## config.mk

```make
export PLATFORM = sky130hd
export DESIGN_NAME = pmc_counter
export DESIGN_NICKNAME = d
export VERILOG_FILES = /design/src/pmc_pkg.sv /design/src/pmc_counter.sv
export SDC_FILE = /design/constraint.sdc
export NUM_CORES = 1
export LEC_CHECK = 0
export ABC_AREA = 1
export BUFFER_PORTS_ARGS = -buffer_cell sky130_fd_sc_hd__buf_2
export CAP_MARGIN = 25
export CORE_AREA = 2 2 160 123
export CTS_CLUSTER_SIZE = 10
export DETAILED_ROUTE_END_ITERATION = 7
export DIE_AREA = 0 0 162 125
export PLACE_DENSITY_LB_ADDON = 0.08
export SYNTH_ARGS = -nofsm -noshare
export SYNTH_HDL_FRONTEND = slang
export SYNTH_SLANG_ARGS = --single-unit
```

## constraint.sdc

```tcl
create_clock -name clock -period 4 [get_ports clock]
set_clock_uncertainty 0.2 [all_clocks]
set_input_delay 0.2 -clock clock [delete_from_list [all_inputs] [get_ports clock]]
set_output_delay 0.2 -clock clock [all_outputs]
set_load 0.02 [all_outputs]
```

## src/pmc_pkg.sv

```systemverilog
// Constants and types for the period/position measuring counter.
// Assumes a single 125 MHz clock domain; no software-visible registers.
`default_nettype none
package pmc_pkg;
    // =========================================================
    // Clock and widths
    localparam int CLK_PERIOD_NS = 8;
    localparam int CNT_W         = 32;
    localparam int SYNC_STAGES   = 2;
    // =========================================================
    // Measurement modes
    typedef enum logic [2:0] {
        PMC_MODE_PERIOD,
        PMC_MODE_POS_SINGLE,
        PMC_MODE_POS_SAMPLED,
        PMC_MODE_FREQ_AVG
    } pmc_mode_t;
    // =========================================================
    // Position decoding
    typedef enum logic [1:0] {
        PMC_DEC_SINGLE_EDGE,
        PMC_DEC_DOUBLE_EDGE,
        PMC_DEC_FOUR_EDGE,
        PMC_DEC_TWO_PULSE
    } pmc_dec_t;
    localparam logic [CNT_W-1:0] PMC_CNT_ZERO = 32'h0000_0000;
    localparam logic [CNT_W-1:0] PMC_CNT_ONE  = 32'h0000_0001;
endpackage
`default_nettype wire

```

## src/pmc_counter.sv

```systemverilog
// Period, position and averaged-frequency measuring counter.
// Assumes all pin inputs except timebase_tick are asynchronous; software controls arrive as levels/pulses on clock.
// Function
// - Period measurement starts on the window input only after arming and ignores it before.
// - A setting picks rising-to-rising or falling-to-falling window edges for the period.
// - Count-input events between two active window edges are counted: timebase ticks, or external clock edges of the selected polarity.
// - The count input is either the internal timebase or an external known clock.
// - Position uses single, double or four-edge quadrature decoding or two-pulse encoders.
// - Position counting starts only once the counter is armed.
// - Position is read on demand or captured at each sample clock edge of the selected polarity.
// - Averaged frequency counts signal edges and timebase ticks over each sample period.
`default_nettype none
module pmc_counter
    import pmc_pkg::*;
(
    // Clock and reset
    input  wire  logic             clock,
    input  wire  logic             reset,
    // Control
    input  wire  logic             arm,
    input  wire  logic             disarm,
    input  wire  pmc_pkg::pmc_mode_t mode,
    input  wire  pmc_pkg::pmc_dec_t  decode,
    input  wire  logic             window_fall,
    input  wire  logic             count_fall,
    input  wire  logic             use_ext_clk,
    input  wire  logic             sample_fall,
    input  wire  logic             read_req,
    // Pins
    input  wire  logic             window_pin,
    input  wire  logic             ext_clk_pin,
    input  wire  logic             timebase_tick,
    input  wire  logic             enc_a_pin,
    input  wire  logic             enc_b_pin,
    input  wire  logic             sample_pin,
    // Results
    output logic                   armed,
    output logic [pmc_pkg::CNT_W-1:0] result,
    output logic [pmc_pkg::CNT_W-1:0] result_aux,
    output logic                   result_valid
);
    import pmc_pkg::*;

    // =========================================================
    // State
    typedef struct packed {
        logic [1:0]       win_s, ext_s, a_s, b_s, smp_s;
        logic             win_d, ext_d, a_d, b_d, smp_d;
        logic             armed;
        logic             started;
        logic [CNT_W-1:0] cnt;
        logic [CNT_W-1:0] cnt2;
        logic [CNT_W-1:0] res;
        logic [CNT_W-1:0] res2;
        logic             vld;
    } pmc_state_t;

    pmc_state_t st_r, st_nxt;

    function automatic logic edge_sel(input logic cur, input logic prv, input logic fall);
        edge_sel = fall ? (prv & ~cur) : (cur & ~prv);
    endfunction

    logic win, ext, qa, qb, smp;
    logic win_edge, src_edge, sig_edge, smp_edge, any_a, any_b, step, dir_up;

    always_comb begin
        st_nxt = st_r;
        // Second stage only feeds logic; first stage is read by nothing else
        win = st_r.win_s[1];
        ext = st_r.ext_s[1];
        qa  = st_r.a_s[1];
        qb  = st_r.b_s[1];
        smp = st_r.smp_s[1];
        st_nxt.win_s = {st_r.win_s[0], window_pin};
        st_nxt.ext_s = {st_r.ext_s[0], ext_clk_pin};
        st_nxt.a_s   = {st_r.a_s[0], enc_a_pin};
        st_nxt.b_s   = {st_r.b_s[0], enc_b_pin};
        st_nxt.smp_s = {st_r.smp_s[0], sample_pin};
        st_nxt.win_d = win;
        st_nxt.ext_d = ext;
        st_nxt.a_d   = qa;
        st_nxt.b_d   = qb;
        st_nxt.smp_d = smp;
        st_nxt.vld   = 1'b0;

        win_edge = edge_sel(win, st_r.win_d, window_fall);
        // Timebase tick is on-chip and already synchronous
        sig_edge = edge_sel(ext, st_r.ext_d, count_fall);
        src_edge = use_ext_clk ? sig_edge : timebase_tick;
        smp_edge = edge_sel(smp, st_r.smp_d, sample_fall);
        any_a    = qa ^ st_r.a_d;
        any_b    = qb ^ st_r.b_d;

        // Quadrature direction: A leads B counts up
        step   = 1'b0;
        dir_up = 1'b1;
        case (decode)
            PMC_DEC_SINGLE_EDGE: begin
                step   = any_a & (qa ? ~qb : ~qb);
                dir_up = qa;
            end
            PMC_DEC_DOUBLE_EDGE: begin
                step   = any_a;
                dir_up = qa ^ qb;
            end
            PMC_DEC_FOUR_EDGE: begin
                step   = any_a ^ any_b;
                dir_up = any_a ? (qa ^ qb) : ~(qa ^ qb);
            end
            PMC_DEC_TWO_PULSE: begin
                step   = (qa & ~st_r.a_d) ^ (qb & ~st_r.b_d);
                dir_up = qa & ~st_r.a_d;
            end
            default: begin
                step   = 1'b0;
                dir_up = 1'b1;
            end
        endcase

        if (arm) begin
            st_nxt.armed   = 1'b1;
            st_nxt.started = 1'b0;
            st_nxt.cnt     = PMC_CNT_ZERO;
            st_nxt.cnt2    = PMC_CNT_ZERO;
        end else if (disarm) begin
            st_nxt.armed   = 1'b0;
            st_nxt.started = 1'b0;
        end else if (st_r.armed) begin
            case (mode)
                PMC_MODE_PERIOD: begin
                    if (win_edge) begin
                        st_nxt.started = 1'b1;
                        st_nxt.cnt     = PMC_CNT_ZERO;
                        if (st_r.started) begin
                            st_nxt.res = st_r.cnt + (src_edge ? PMC_CNT_ONE : PMC_CNT_ZERO);
                            st_nxt.vld = 1'b1;
                        end
                    end else if (st_r.started && src_edge) begin
                        st_nxt.cnt = st_r.cnt + PMC_CNT_ONE;
                    end
                end
                PMC_MODE_POS_SINGLE, PMC_MODE_POS_SAMPLED: begin
                    if (step) begin
                        st_nxt.cnt = dir_up ? st_r.cnt + PMC_CNT_ONE : st_r.cnt - PMC_CNT_ONE;
                    end
                    // Sample clock never clears the cumulative position
                    if ((mode == PMC_MODE_POS_SAMPLED) ? smp_edge : read_req) begin
                        st_nxt.res = st_r.cnt;
                        st_nxt.vld = 1'b1;
                    end
                end
                PMC_MODE_FREQ_AVG: begin
                    // Too slow a signal gives zero edges per window: caller's duty
                    if (smp_edge) begin
                        // Coincident tick and edge close this window, else both are lost
                        st_nxt.res  = st_r.cnt + (timebase_tick ? PMC_CNT_ONE : PMC_CNT_ZERO);
                        st_nxt.res2 = st_r.cnt2 + (sig_edge ? PMC_CNT_ONE : PMC_CNT_ZERO);
                        st_nxt.vld  = 1'b1;
                        st_nxt.cnt  = PMC_CNT_ZERO;
                        st_nxt.cnt2 = PMC_CNT_ZERO;
                    end else begin
                        if (timebase_tick) st_nxt.cnt = st_r.cnt + PMC_CNT_ONE;
                        if (sig_edge) begin
                            st_nxt.cnt2 = st_r.cnt2 + PMC_CNT_ONE;
                        end
                    end
                end
                default: st_nxt.started = 1'b0;
            endcase
        end
    end

    always_ff @(posedge clock) begin
        if (reset) st_r <= '0;
        else       st_r <= st_nxt;
    end

    assign armed        = st_r.armed;
    assign result       = st_r.res;
    assign result_aux   = st_r.res2;
    assign result_valid = st_r.vld;

    // =========================================================
    // Checks
    property p_unarmed_quiet;
        @(posedge clock) disable iff (reset) !st_r.armed && !arm |=> !result_valid;
    endproperty
    a_unarmed_quiet: assert property (p_unarmed_quiet)
        else $error("result while unarmed");

    property p_period_restart;
        @(posedge clock) disable iff (reset)
            st_r.armed && !arm && !disarm && mode == PMC_MODE_PERIOD && win_edge |=> st_r.cnt == '0;
    endproperty
    a_period_restart: assert property (p_period_restart)
        else $error("period not restarted");

    property p_period_count;
        @(posedge clock) disable iff (reset)
            st_r.armed && !arm && !disarm && mode == PMC_MODE_PERIOD && st_r.started
            && !win_edge && src_edge |=> st_r.cnt == $past(st_r.cnt) + 1;
    endproperty
    a_period_count: assert property (p_period_count)
        else $error("source edge lost");

    property p_pos_sample;
        @(posedge clock) disable iff (reset)
            st_r.armed && !arm && !disarm && mode == PMC_MODE_POS_SAMPLED && smp_edge
            |=> result_valid && result == $past(st_r.cnt);
    endproperty
    a_pos_sample: assert property (p_pos_sample)
        else $error("position not captured");

    property p_arm_clear;
        @(posedge clock) disable iff (reset)
            arm |=> st_r.armed && !st_r.started && st_r.cnt == '0 && st_r.cnt2 == '0;
    endproperty
    a_arm_clear: assert property (p_arm_clear)
        else $error("arm did not clear the counts");

    // Unarmed counts must hold, whatever the pins do
    property p_unarmed_hold;
        @(posedge clock) disable iff (reset)
            !st_r.armed && !arm |=> $stable(st_r.cnt);
    endproperty
    a_unarmed_hold: assert property (p_unarmed_hold)
        else $error("count moved while unarmed");

    property p_freq_window;
        @(posedge clock) disable iff (reset)
            st_r.armed && !arm && !disarm && mode == PMC_MODE_FREQ_AVG && smp_edge
            |=> result_valid && st_r.cnt == '0 && st_r.cnt2 == '0
                && result_aux == $past(st_r.cnt2) + 32'($past(sig_edge));
    endproperty
    a_freq_window: assert property (p_freq_window)
        else $error("frequency window not closed");
endmodule
`default_nettype wire

```

# Word-level counts from Yosys, hierarchy flattened
# Index checks and enable logic that the tools add are counted.
# word_totals
reg_bits,146
input_bits,20
output_inout_bits,66
word_cells,117
# op_classes
addsub,6
n_eq_ne,13
n_mux,37
n_bitwise,28
reduce_logical,16
# ops
op,n
$mux W32,11
$pmux W32 S3,2
$mux W130,1
$mux W129,1
$add A32 B1 Y32,3
$mux W66,1
$mux W65,1
$add A32 B1 Y32 const B,2
$mux W64,1
$sub A32 B1 Y32 const B,1
$mux W1,15
$not A1 Y1,14
$ne A2 B2 Y1 const B,5
$and A1 B1 Y1,9
$pmux W1 S4,2
$reduce_and A8 Y1,1
$eq A3 B2 Y1 const B,2
$ne A3 B3 Y1 const B,2
$reduce_and A6 Y1,1
$reduce_or A3 Y1,2
$reduce_and A5 Y1,1
$xor A1 B1 Y1,5
$eq A2 B2 Y1 const B,2
$reduce_and A4 Y1,1
12 further kinds,14

# Logic depth before layout (Yosys ltp)
# Gate-level depths: netlist (run 1).
# depth
word_depth,12
ltp_mapped,18
depth_no_buf,18

# Worst setup path after synthesis (run 1)
# OpenSTA, ideal clock, no wires.
# synth_path
path_type,register to register
start,register st_r (netlist bit ext)
end,register st_r (netlist bit result[30])
setup_ns,0.109
arrival_ns,2.011
t_required_ns,3.691
setup_slack_ns,1.680
path_stages_with_launch,18
cell_sequence,dfxtp_1 inv_1 o21bai_1 nand3_1 nand2_1 ha_1 ha_1 inv_1 nor2_2 nand2_1 nor2_1 nand2_1 o21ai_1 nand2_1 nand2_1 nand3_1 nand2_1 inv_1
# synth_between
elab_chain_len,9
# synth_rtl
item,line,rtl
from (decl),pmc_counter.sv:58,"pmc_state_t st_r, st_nxt;"
from (signal assigned),pmc_counter.sv:176,else st_r <= st_nxt;
$not A1 Y1,pmc_counter.sv:61,edge_sel = fall ? (prv & ~cur) : (cur & ~prv);
$and A1 B1 Y1,pmc_counter.sv:61,
$mux W1 *,pmc_counter.sv:61,
$mux W1 *,pmc_counter.sv:90,src_edge = use_ext_clk ? sig_edge : timebase_tick;
$mux W1 *,pmc_counter.sv:136,st_nxt.res = st_r.cnt + (src_edge ? PMC_CNT_ONE : PMC_CNT_ZERO);
$add A32 B1 Y32 *,pmc_counter.sv:136,
$mux W32 *,pmc_counter.sv:135,if (st_r.started) begin
$mux W32 *,pmc_counter.sv:132,if (win_edge) begin
$pmux W32 S3 *,pmc_counter.sv:130,case (mode)
# Mark *: on every way between the ends. The rest lies on a longest branch, timed or not. The select of a mux whose other input is x is not followed.
# A chain may end at the register's enable or synchronous reset.

# Worst setup path in the final report (run 1)
# layout_path
start,register st_r (netlist bit ext)
end,register st_r (netlist bit result[24])
# Same word-level chain as after synthesis.

==> reports/metrics.yaml, run 1 <==
timing:
  tightest_slew_ps: 728.3
  rsz0062_at_grt: "false"
  fin_crit_ps: 2866
  max_freq_ghz: 0.3489
  hold_viol_final: 0
  fin_crit_sh_pct: 71.65
  setup_tns_ps: 0
  holdWs_ps: 22.40
  slew_headroom_pct: 51.31
  setup_viol: 0
  slew_viol_final: 0
global_routing:
  grtUsageMet2_pct: 49.31
  met1_usage_pct: 57.07
  grt_use_met3_pct: 14.57
  grt_pass1_wl_um: 58950
  grt_remaining_overflow: 0
  grt_use_total_pct: 37.73
  grt_most_used_layer: "met1"
  grt_max_degree: 47
  antenna_found_initial: 3
  grt_pass1_vias: 10470
yosys:
  syn_area_per_cell_um2: 6.046
  synthesis.area_um2: 11040
  synth_area_leaders: "dfxtp_1 (26%), nand2_1 (15%), nor2_1 (8.7%), inv_1 (6.5%), nand3_1 (6.4%)"
  ys_warn_count: 0
  synth_cell_types: 42
  synth_top_area_share_pct: 26.48
  synth_async_sr_flop_share_pct: 0
  synth_enable_flop_cells: 0
  synth_seq_cells: 146
  netlist_instances: 1826
  yosysSeqAreaShare_pct: 26.48
  synth_area_leader_cell: "dfxtp_1"
  dominantRegCellSynth: "dfxtp_1"
  synth_nets: 1857
placement:
  numPortBuffers: 85
  hpwl_um: 28600
  gp_congestion: 1.024
floorplanning:
  dieArea_um2: 20250
  start_util_pct: 58.63
  coreArea_um2: 18830
  row_count: 44
  die_height_um: 125
  pin_count: 86
  die_w_um: 162
run:
  drv_cap: 0
cts:
  cts_setup_buffers: 0
  numClockSinks: 146
  cts-root-buf: "clkbuf_16"
  numCtsBuffers: 17
  clk_latency_ps: 440
  htreeDepth: 4
  clockBufferDepth: 2
  cts_tree: "done"
  cts.clk_slew.worst_paths_ps: 70
setup_path:
  critPathArrivalTime_ps: 3010
  r2r-start: "ext"
  timing.rr.end: "result[24]"
  start_kind: "flip-flop"
  r2r_slack_ps: 1130
  path_max_fanout: 5
  crit_type: "flip-flop to flip-flop"
  r2r_cells: 17
  critPathCaptureType: "flip-flop"
  cp.required_ps: 4140
power_and_ir_drop:
  leakagePower_uw: 0.005016
  ir_worst_vdd_mv: 0.1978
  swShare_pct: 28.84
  power.share.clock_pct: 48.3
  switchingPower_uw: 1032
  p_per_area_nw_per_um2: 306.2
  comb_power_share_pct: 10.1
  seqPwrFrac_pct: 41.7
  power.internal_uw: 2547
routing:
  avgRoutedWirePerCell_um: 18.37
  wirelength_um: 38230
  drt-initial-drc-count: 1490
  vias: 11960
  drt-pass1-iter-count: 6
  ant_nets: 0
  drc: 0
  viasPerCell: 5.745
hold_path:
  holdPathEnd: "result_valid"
  whs_path_depth: 5
  hp-class: "primary input to flip-flop"
  min_from: "read_req"
final_layout:
  fill_cells: 1852
  syn_to_final_growth_pct: 5.871
  nets: 1845
  layout-drive-gt1-share_pct: 10.51
outcome:
  outcome: "complete, no violations"
==> power groups by stage <==
| stage | registers (µW) | clock network, µW | logic [µW] |
|---|---|---|---|
| finish | 1490 | 1730 | 360 |
| global route | 1490 | 1800 | 399 |
| CTS | 1490 | 1740 | 348 |
| detailed placement | 1520 | 0 | 341 |
| global placement | 1520 | 0 | 339 |
| floorplan | 1510 | 0 | 261 |
==> worst max-delay path by stage <==
stage	from	end	slack (ps)	cells after the start
global placement	timebase_tick	result[30]	1270	17
CTS	ext	result[24]	1210	17
floorplan	ext	result[30]	1680	17
detailed placement	timebase_tick	result[24]	1210	17
finish	ext	result[24]	1130	17
global route	ext	result[24]	840	17
==> cells in the mapped netlist (3+ instances only) <==
cell and instances:
o21bai_1 9, ha_1 11, inv_2 8, nor2_4 6, nor2_2 25, nand2_2 9, buf_2 29, xnor2_1 3
buf_6 8, clkbuf_1 20, o21ai_1 22, o211ai_1 3, and2_1 3, inv_1 190, o21ai_0 129, buf_4 77
nand2_1 433, clkbuf_2 3, dfxtp_1 146, nor2_1 257, a31oi_1 3, xor2_1 69, nand4_1 32, a21oi_1 130
nor3_1 27, or2_2 3, o21a_1 8, nand3_1 141
==> cell usage in the layout (no fill, tap or decap), drive strengths merged, types with 2 or more instances in the layout <==
master | netlist | routed
clkinv | 2 | 5
bufinv | 0 | 2
nor2 | 288 | 288
inv | 198 | 206
o21bai | 9 | 9
o22ai | 2 | 2
dlygate4sd3 | 0 | 7
and2 | 3 | 3
nand3 | 143 | 143
xor2 | 69 | 69
a211oi | 4 | 4
dfxtp | 146 | 146
or2 | 4 | 4
nor3 | 28 | 28
nand4 | 32 | 32
xnor2 | 3 | 3
a31oi | 3 | 3
o21ai | 151 | 151
ha | 11 | 11
o21a | 8 | 8
buf | 115 | 100
clkbuf | 23 | 18
o211ai | 3 | 3
nand2 | 444 | 444
a21oi | 132 | 132
a22oi | 2 | 2
==> per-stage QoR <==
stage / worst slack, ps / instances / power (µW) / cell area [µm²] / util [%]
finish: 1134 / 2081 / 3579 / 11690 / 62.07
global route: 844.1 / 2080 / 3695 / 11690 / 62.06
global placement: 1266 / 2041 / 1863 / 10990 / 58.38
CTS: 1213 / 2080 / 3573 / 11690 / 62.06
detailed placement: 1208 / 2041 / 1864 / 10990 / 58.38
floorplan: 1680 / 1826 / 1771 / 11040 / -
==> critical path: stages (launching register included) <==
cell      delay [ps]
dfxtp_1          310
inv_1             50
o21bai_1         160
nand3_1           90
nand2_1          120
ha_1             260
ha_1             320
inv_1            120
nor2_2           230
nand2_1          120
nor2_1           190
nand2_1          120
inv_1             90
nand2_1           50
nand3_1           80
nand2_1           60
a21oi_1          130
nor2_1            50
==> cells by family after synthesis <==
| family | share of synthesized area (%) |
|---|---|
| AND/OR/NAND/NOR | 36.36 |
| buffers and inverters | 15.02 |
| AO/OA/AOI/OAI | 15.19 |
| flip-flops | 26.48 |
| XOR/XNOR | 5.712 |
| adder cells (fa/ha/maj) | 1.247 |
==> layout make-up <==
type	count	area, µm²	area share, %
clock buffers	18	439.2	3.758
repair buffers	107	608.1	5.203
multi-input cells	1342	6464	55.30
clock inverters	14	183.9	1.574
diodes	1	2.502	0.02141
well taps	253	316.6	2.708
inverters	200	750.7	6.423
flip-flops and latches	146	2923	25.01
==> sequential cells by signal, indices dropped and copies added (netlist names) <==
name and count:
smp 1, st_nxt 6, result_aux 32, st_r 70, qb 1, ext 1, armed 1, result 32
result_valid 1, qa 1
==> metal layers <==
layer	up-vias	wire length [µm]
li1	5772	-
met1	5359	17110
met2	739	14200
met3	82	6042
met4	4	847
met5	-	23
==> repair_timing <==
action                                 CTS  global route
endpoints found under the hold margin    8             0
gates resized for setup                  0             0
hold buffers                             7             0
(Power assumes the default switching activity.)
==> inputs of run 2 (changes only) <==
Settings changed: CORE_AREA 2 2 160 123 to 2 2 166 127, DIE_AREA 0 0 162 125 to 0 0 168 129.
Clock period 4 ns to 2.5 ns, I/O delays scaled along.
==> reports/metrics.yaml, run 2 (synthesized netlist as in run 1, its figures left out) <==
cts:
  cts.clk_slew.worst_paths_ps: 70  # about the same
  cts_setup_buffers: 0  # unchanged
  htreeDepth: 4  # unchanged
  clockBufferDepth: 2  # unchanged
  clk_latency_ps: 440  # about the same
  numClockSinks: 146  # unchanged
  numCtsBuffers: 17  # unchanged
  cts_tree: "done"
  cts-root-buf: "clkbuf_16"
setup_path:
  crit_chain: "nand2_1 > nor2_1 > nand2_1 > nor2_1 > nand2_1 > xor2_1 > nand2_1 > nand3_1 > nand2_1 > inv_1"
  start_kind: "flip-flop"
  cp_slowest_cell: "dfxtp_1"
  crit_family: "simple AND/OR/NAND/NOR gates"
  critPathArrivalTime_ps: 2480  # -530 ps
  critical_path.max_stage_delay_ps: 600  # +280 ps
  cp.required_ps: 2640  # -1500 ps
  crit_top_cell: "nand2_1"
  critPathCaptureType: "flip-flop"
  timing.critical_path.buf_inv: 1  # -2
  path_max_fanout: 8  # +3
  crit_type: "flip-flop to flip-flop"
power_and_ir_drop:
  swShare_pct: 30.51  # +1.7 points
  total_power_uw: 5611  # +57%
  leakagePower_uw: 0.005557  # +11%
  switchingPower_uw: 1712  # +66%
  power.internal_uw: 3899  # +53%
  comb_power_share_pct: 11.7  # +1.6 points
  power.share.clock_pct: 45.8  # -2.5 points
  p_per_area_nw_per_um2: 442.0  # +44%
  seqPwrFrac_pct: 42.4  # +0.7 points
  ir_worst_vdd_mv: 0.4341  # +120%
global_routing:
  grt_pass1_vias: 11380  # +8.7%
  grt_pass1_wl_um: 63280  # +7.4%
  grt_most_used_layer: "met1"
  grt_use_total_pct: 37.96  # +0.23 points
  met1_usage_pct: 55.23  # -1.8 points
  grt_remaining_overflow: 0  # unchanged
  grtUsageMet2_pct: 52.77  # +3.5 points
  antenna_found_initial: 0  # -3
  grt_max_degree: 55  # +17%
  grt_use_met3_pct: 13.26  # -1.3 points
floorplanning:
  start_util_pct: 55.23  # -3.4 points
  row_count: 45  # +2.3%
  pin_count: 86  # unchanged
  die_height_um: 129  # +3.2%
  dieArea_um2: 21670  # +7.0%
  die_w_um: 168  # +3.7%
  coreArea_um2: 19990  # +6.2%
routing:
  drc: 0  # unchanged
  wirelength_um: 40990  # +7.2%
  viasPerCell: 5.694  # -0.89%
  drt-initial-drc-count: 1518  # +1.9%
  ant_nets: 0  # unchanged
  vias: 12500  # +4.5%
  drt-pass1-iter-count: 8  # +2
  avgRoutedWirePerCell_um: 18.67  # +1.7%
final_layout:
  fill_cells: 1936  # +4.5%
  regMostFlops: "st_r"
  final_cell_mix: "nand2_1 (427), nor2_1 (246), inv_1 (188), dfxtp_1 (142), nand3_1 (141)"
  antenna_cells: 0  # -1
  layout-drive-gt1-share_pct: 16.62  # +6.1 points
  largest_reg_flops: 70  # unchanged
  stdcell_area_um2: 12690  # +8.6%
  nets: 1955  # +6.0%
  layout_commonest_cell: "nand2_1"
  fin_util_pct: 63.51  # +1.4 points
  syn_to_final_growth_pct: 15.00
placement:
  numPortBuffers: 85  # unchanged
  placed_cell_area_um2: 11810  # +7.5%
  hpwl_um: 31160  # +9.0%
  gp_congestion: 1.053  # +2.7%
outcome:
  outcome: "complete, no violations"
run:
  drv_cap: 0  # unchanged
timing:
  rsz0062_at_grt: "true"
  slew_viol_final: 0  # unchanged
  hold_viol_final: 0  # unchanged
  tightest_slew_ps: 575.5  # -152.7 ps
  max_freq_ghz: 0.4259  # +22%
  setup_viol: 0  # unchanged
  fin_crit_ps: 2348  # -518.0 ps
  fin_crit_sh_pct: 93.92  # +22 points
  slew_headroom_pct: 61.57  # +10 points
hold_path:
  hp-class: "primary input to flip-flop"
-- run 2: cell types whose count changed in the layout (fill, tap and decap cells not counted), moves of 4 or more --
cell	previous run	this run
buf_4	15	109
nor2_1	257	246
dlygate4sd3_1	7	17
nand2_1	433	427
nand2_2	9	15
nor2_2	24	30
buf_12	0	5
ha_1	11	6
nor2_4	7	12
dfxtp_1	146	142
dfxtp_2	0	4
ha_4	0	4
-- run 2: power groups by stage --
| stage | Sequential (µW) | Combinational, µW | Clock [µW] |
|---|---|---|---|
| after floorplan | 2420 | 417 | 0 |
| after CTS | 2380 | 630 | 2590 |
| after global routing | 2380 | 719 | 2680 |
| after global placement | 2430 | 603 | 0 |
| after detailed placement | 2430 | 608 | 0 |
| final | 2380 | 659 | 2570 |
-- run 2: repair_timing --
item                       CTS  global route
pin swaps                    0             8
hold endpoints to repair    18             0
gates resized for setup      1            41
hold buffers                17             0
setup endpoints to repair    3            41
-- run 2: metrics by stage --
step           setup WS, ps  setup TNS [ps]  std cells  hold WS [ps]
6_report              152.1               0       2195         31.64
5_1_grt              -15.04          -24.21       2195         62.76
4_1_cts               1.886               0       2195         16.97
3_5_place_dp          3.473               0       2146         136.3
3_3_place_gp          62.67               0       2146         131.1
2_1_floorplan         180.4               0       1826         3.474
-- run 2: worst paths after layout --
kind	startpoint	to	slack, ps	cells past startpoint
hold / removal	timebase_tick	result[0]	30	4
setup / recovery	st_r[107]	st_r[122]	150	10
setup reg to reg	st_r[107]	st_r[122]	150	10
hold reg to reg	st_nxt[137]	smp	200	2
-- run 2: layer usage --
layer / vias up / share of wire [%]
li1: 5977 / -
met1: 5724 / 45
met2: 740 / 39
met3: 58 / 14
met4: 0 / 1.7
met5: - / 0
-- run 2: layout make-up --
class                      instances  area (µm²)  area share, %
multi-input combinational       1342        6601          52.00
sequential                       146        2928          23.06
timing repair buffer             217        1525          12.01
inverter                         200       750.7          5.914
clock buffer                      18       429.2          3.381
tap                              258       322.8          2.543
clock inverter                    14       137.6          1.084
-- run 2: tightest hold or removal path: cells and delay by family --
family                   cells  cell delay (ps)
AO/OA/AOI/OAI                2              270
adder cells (fa/ha/maj)      1              130
buffers and inverters        1              110
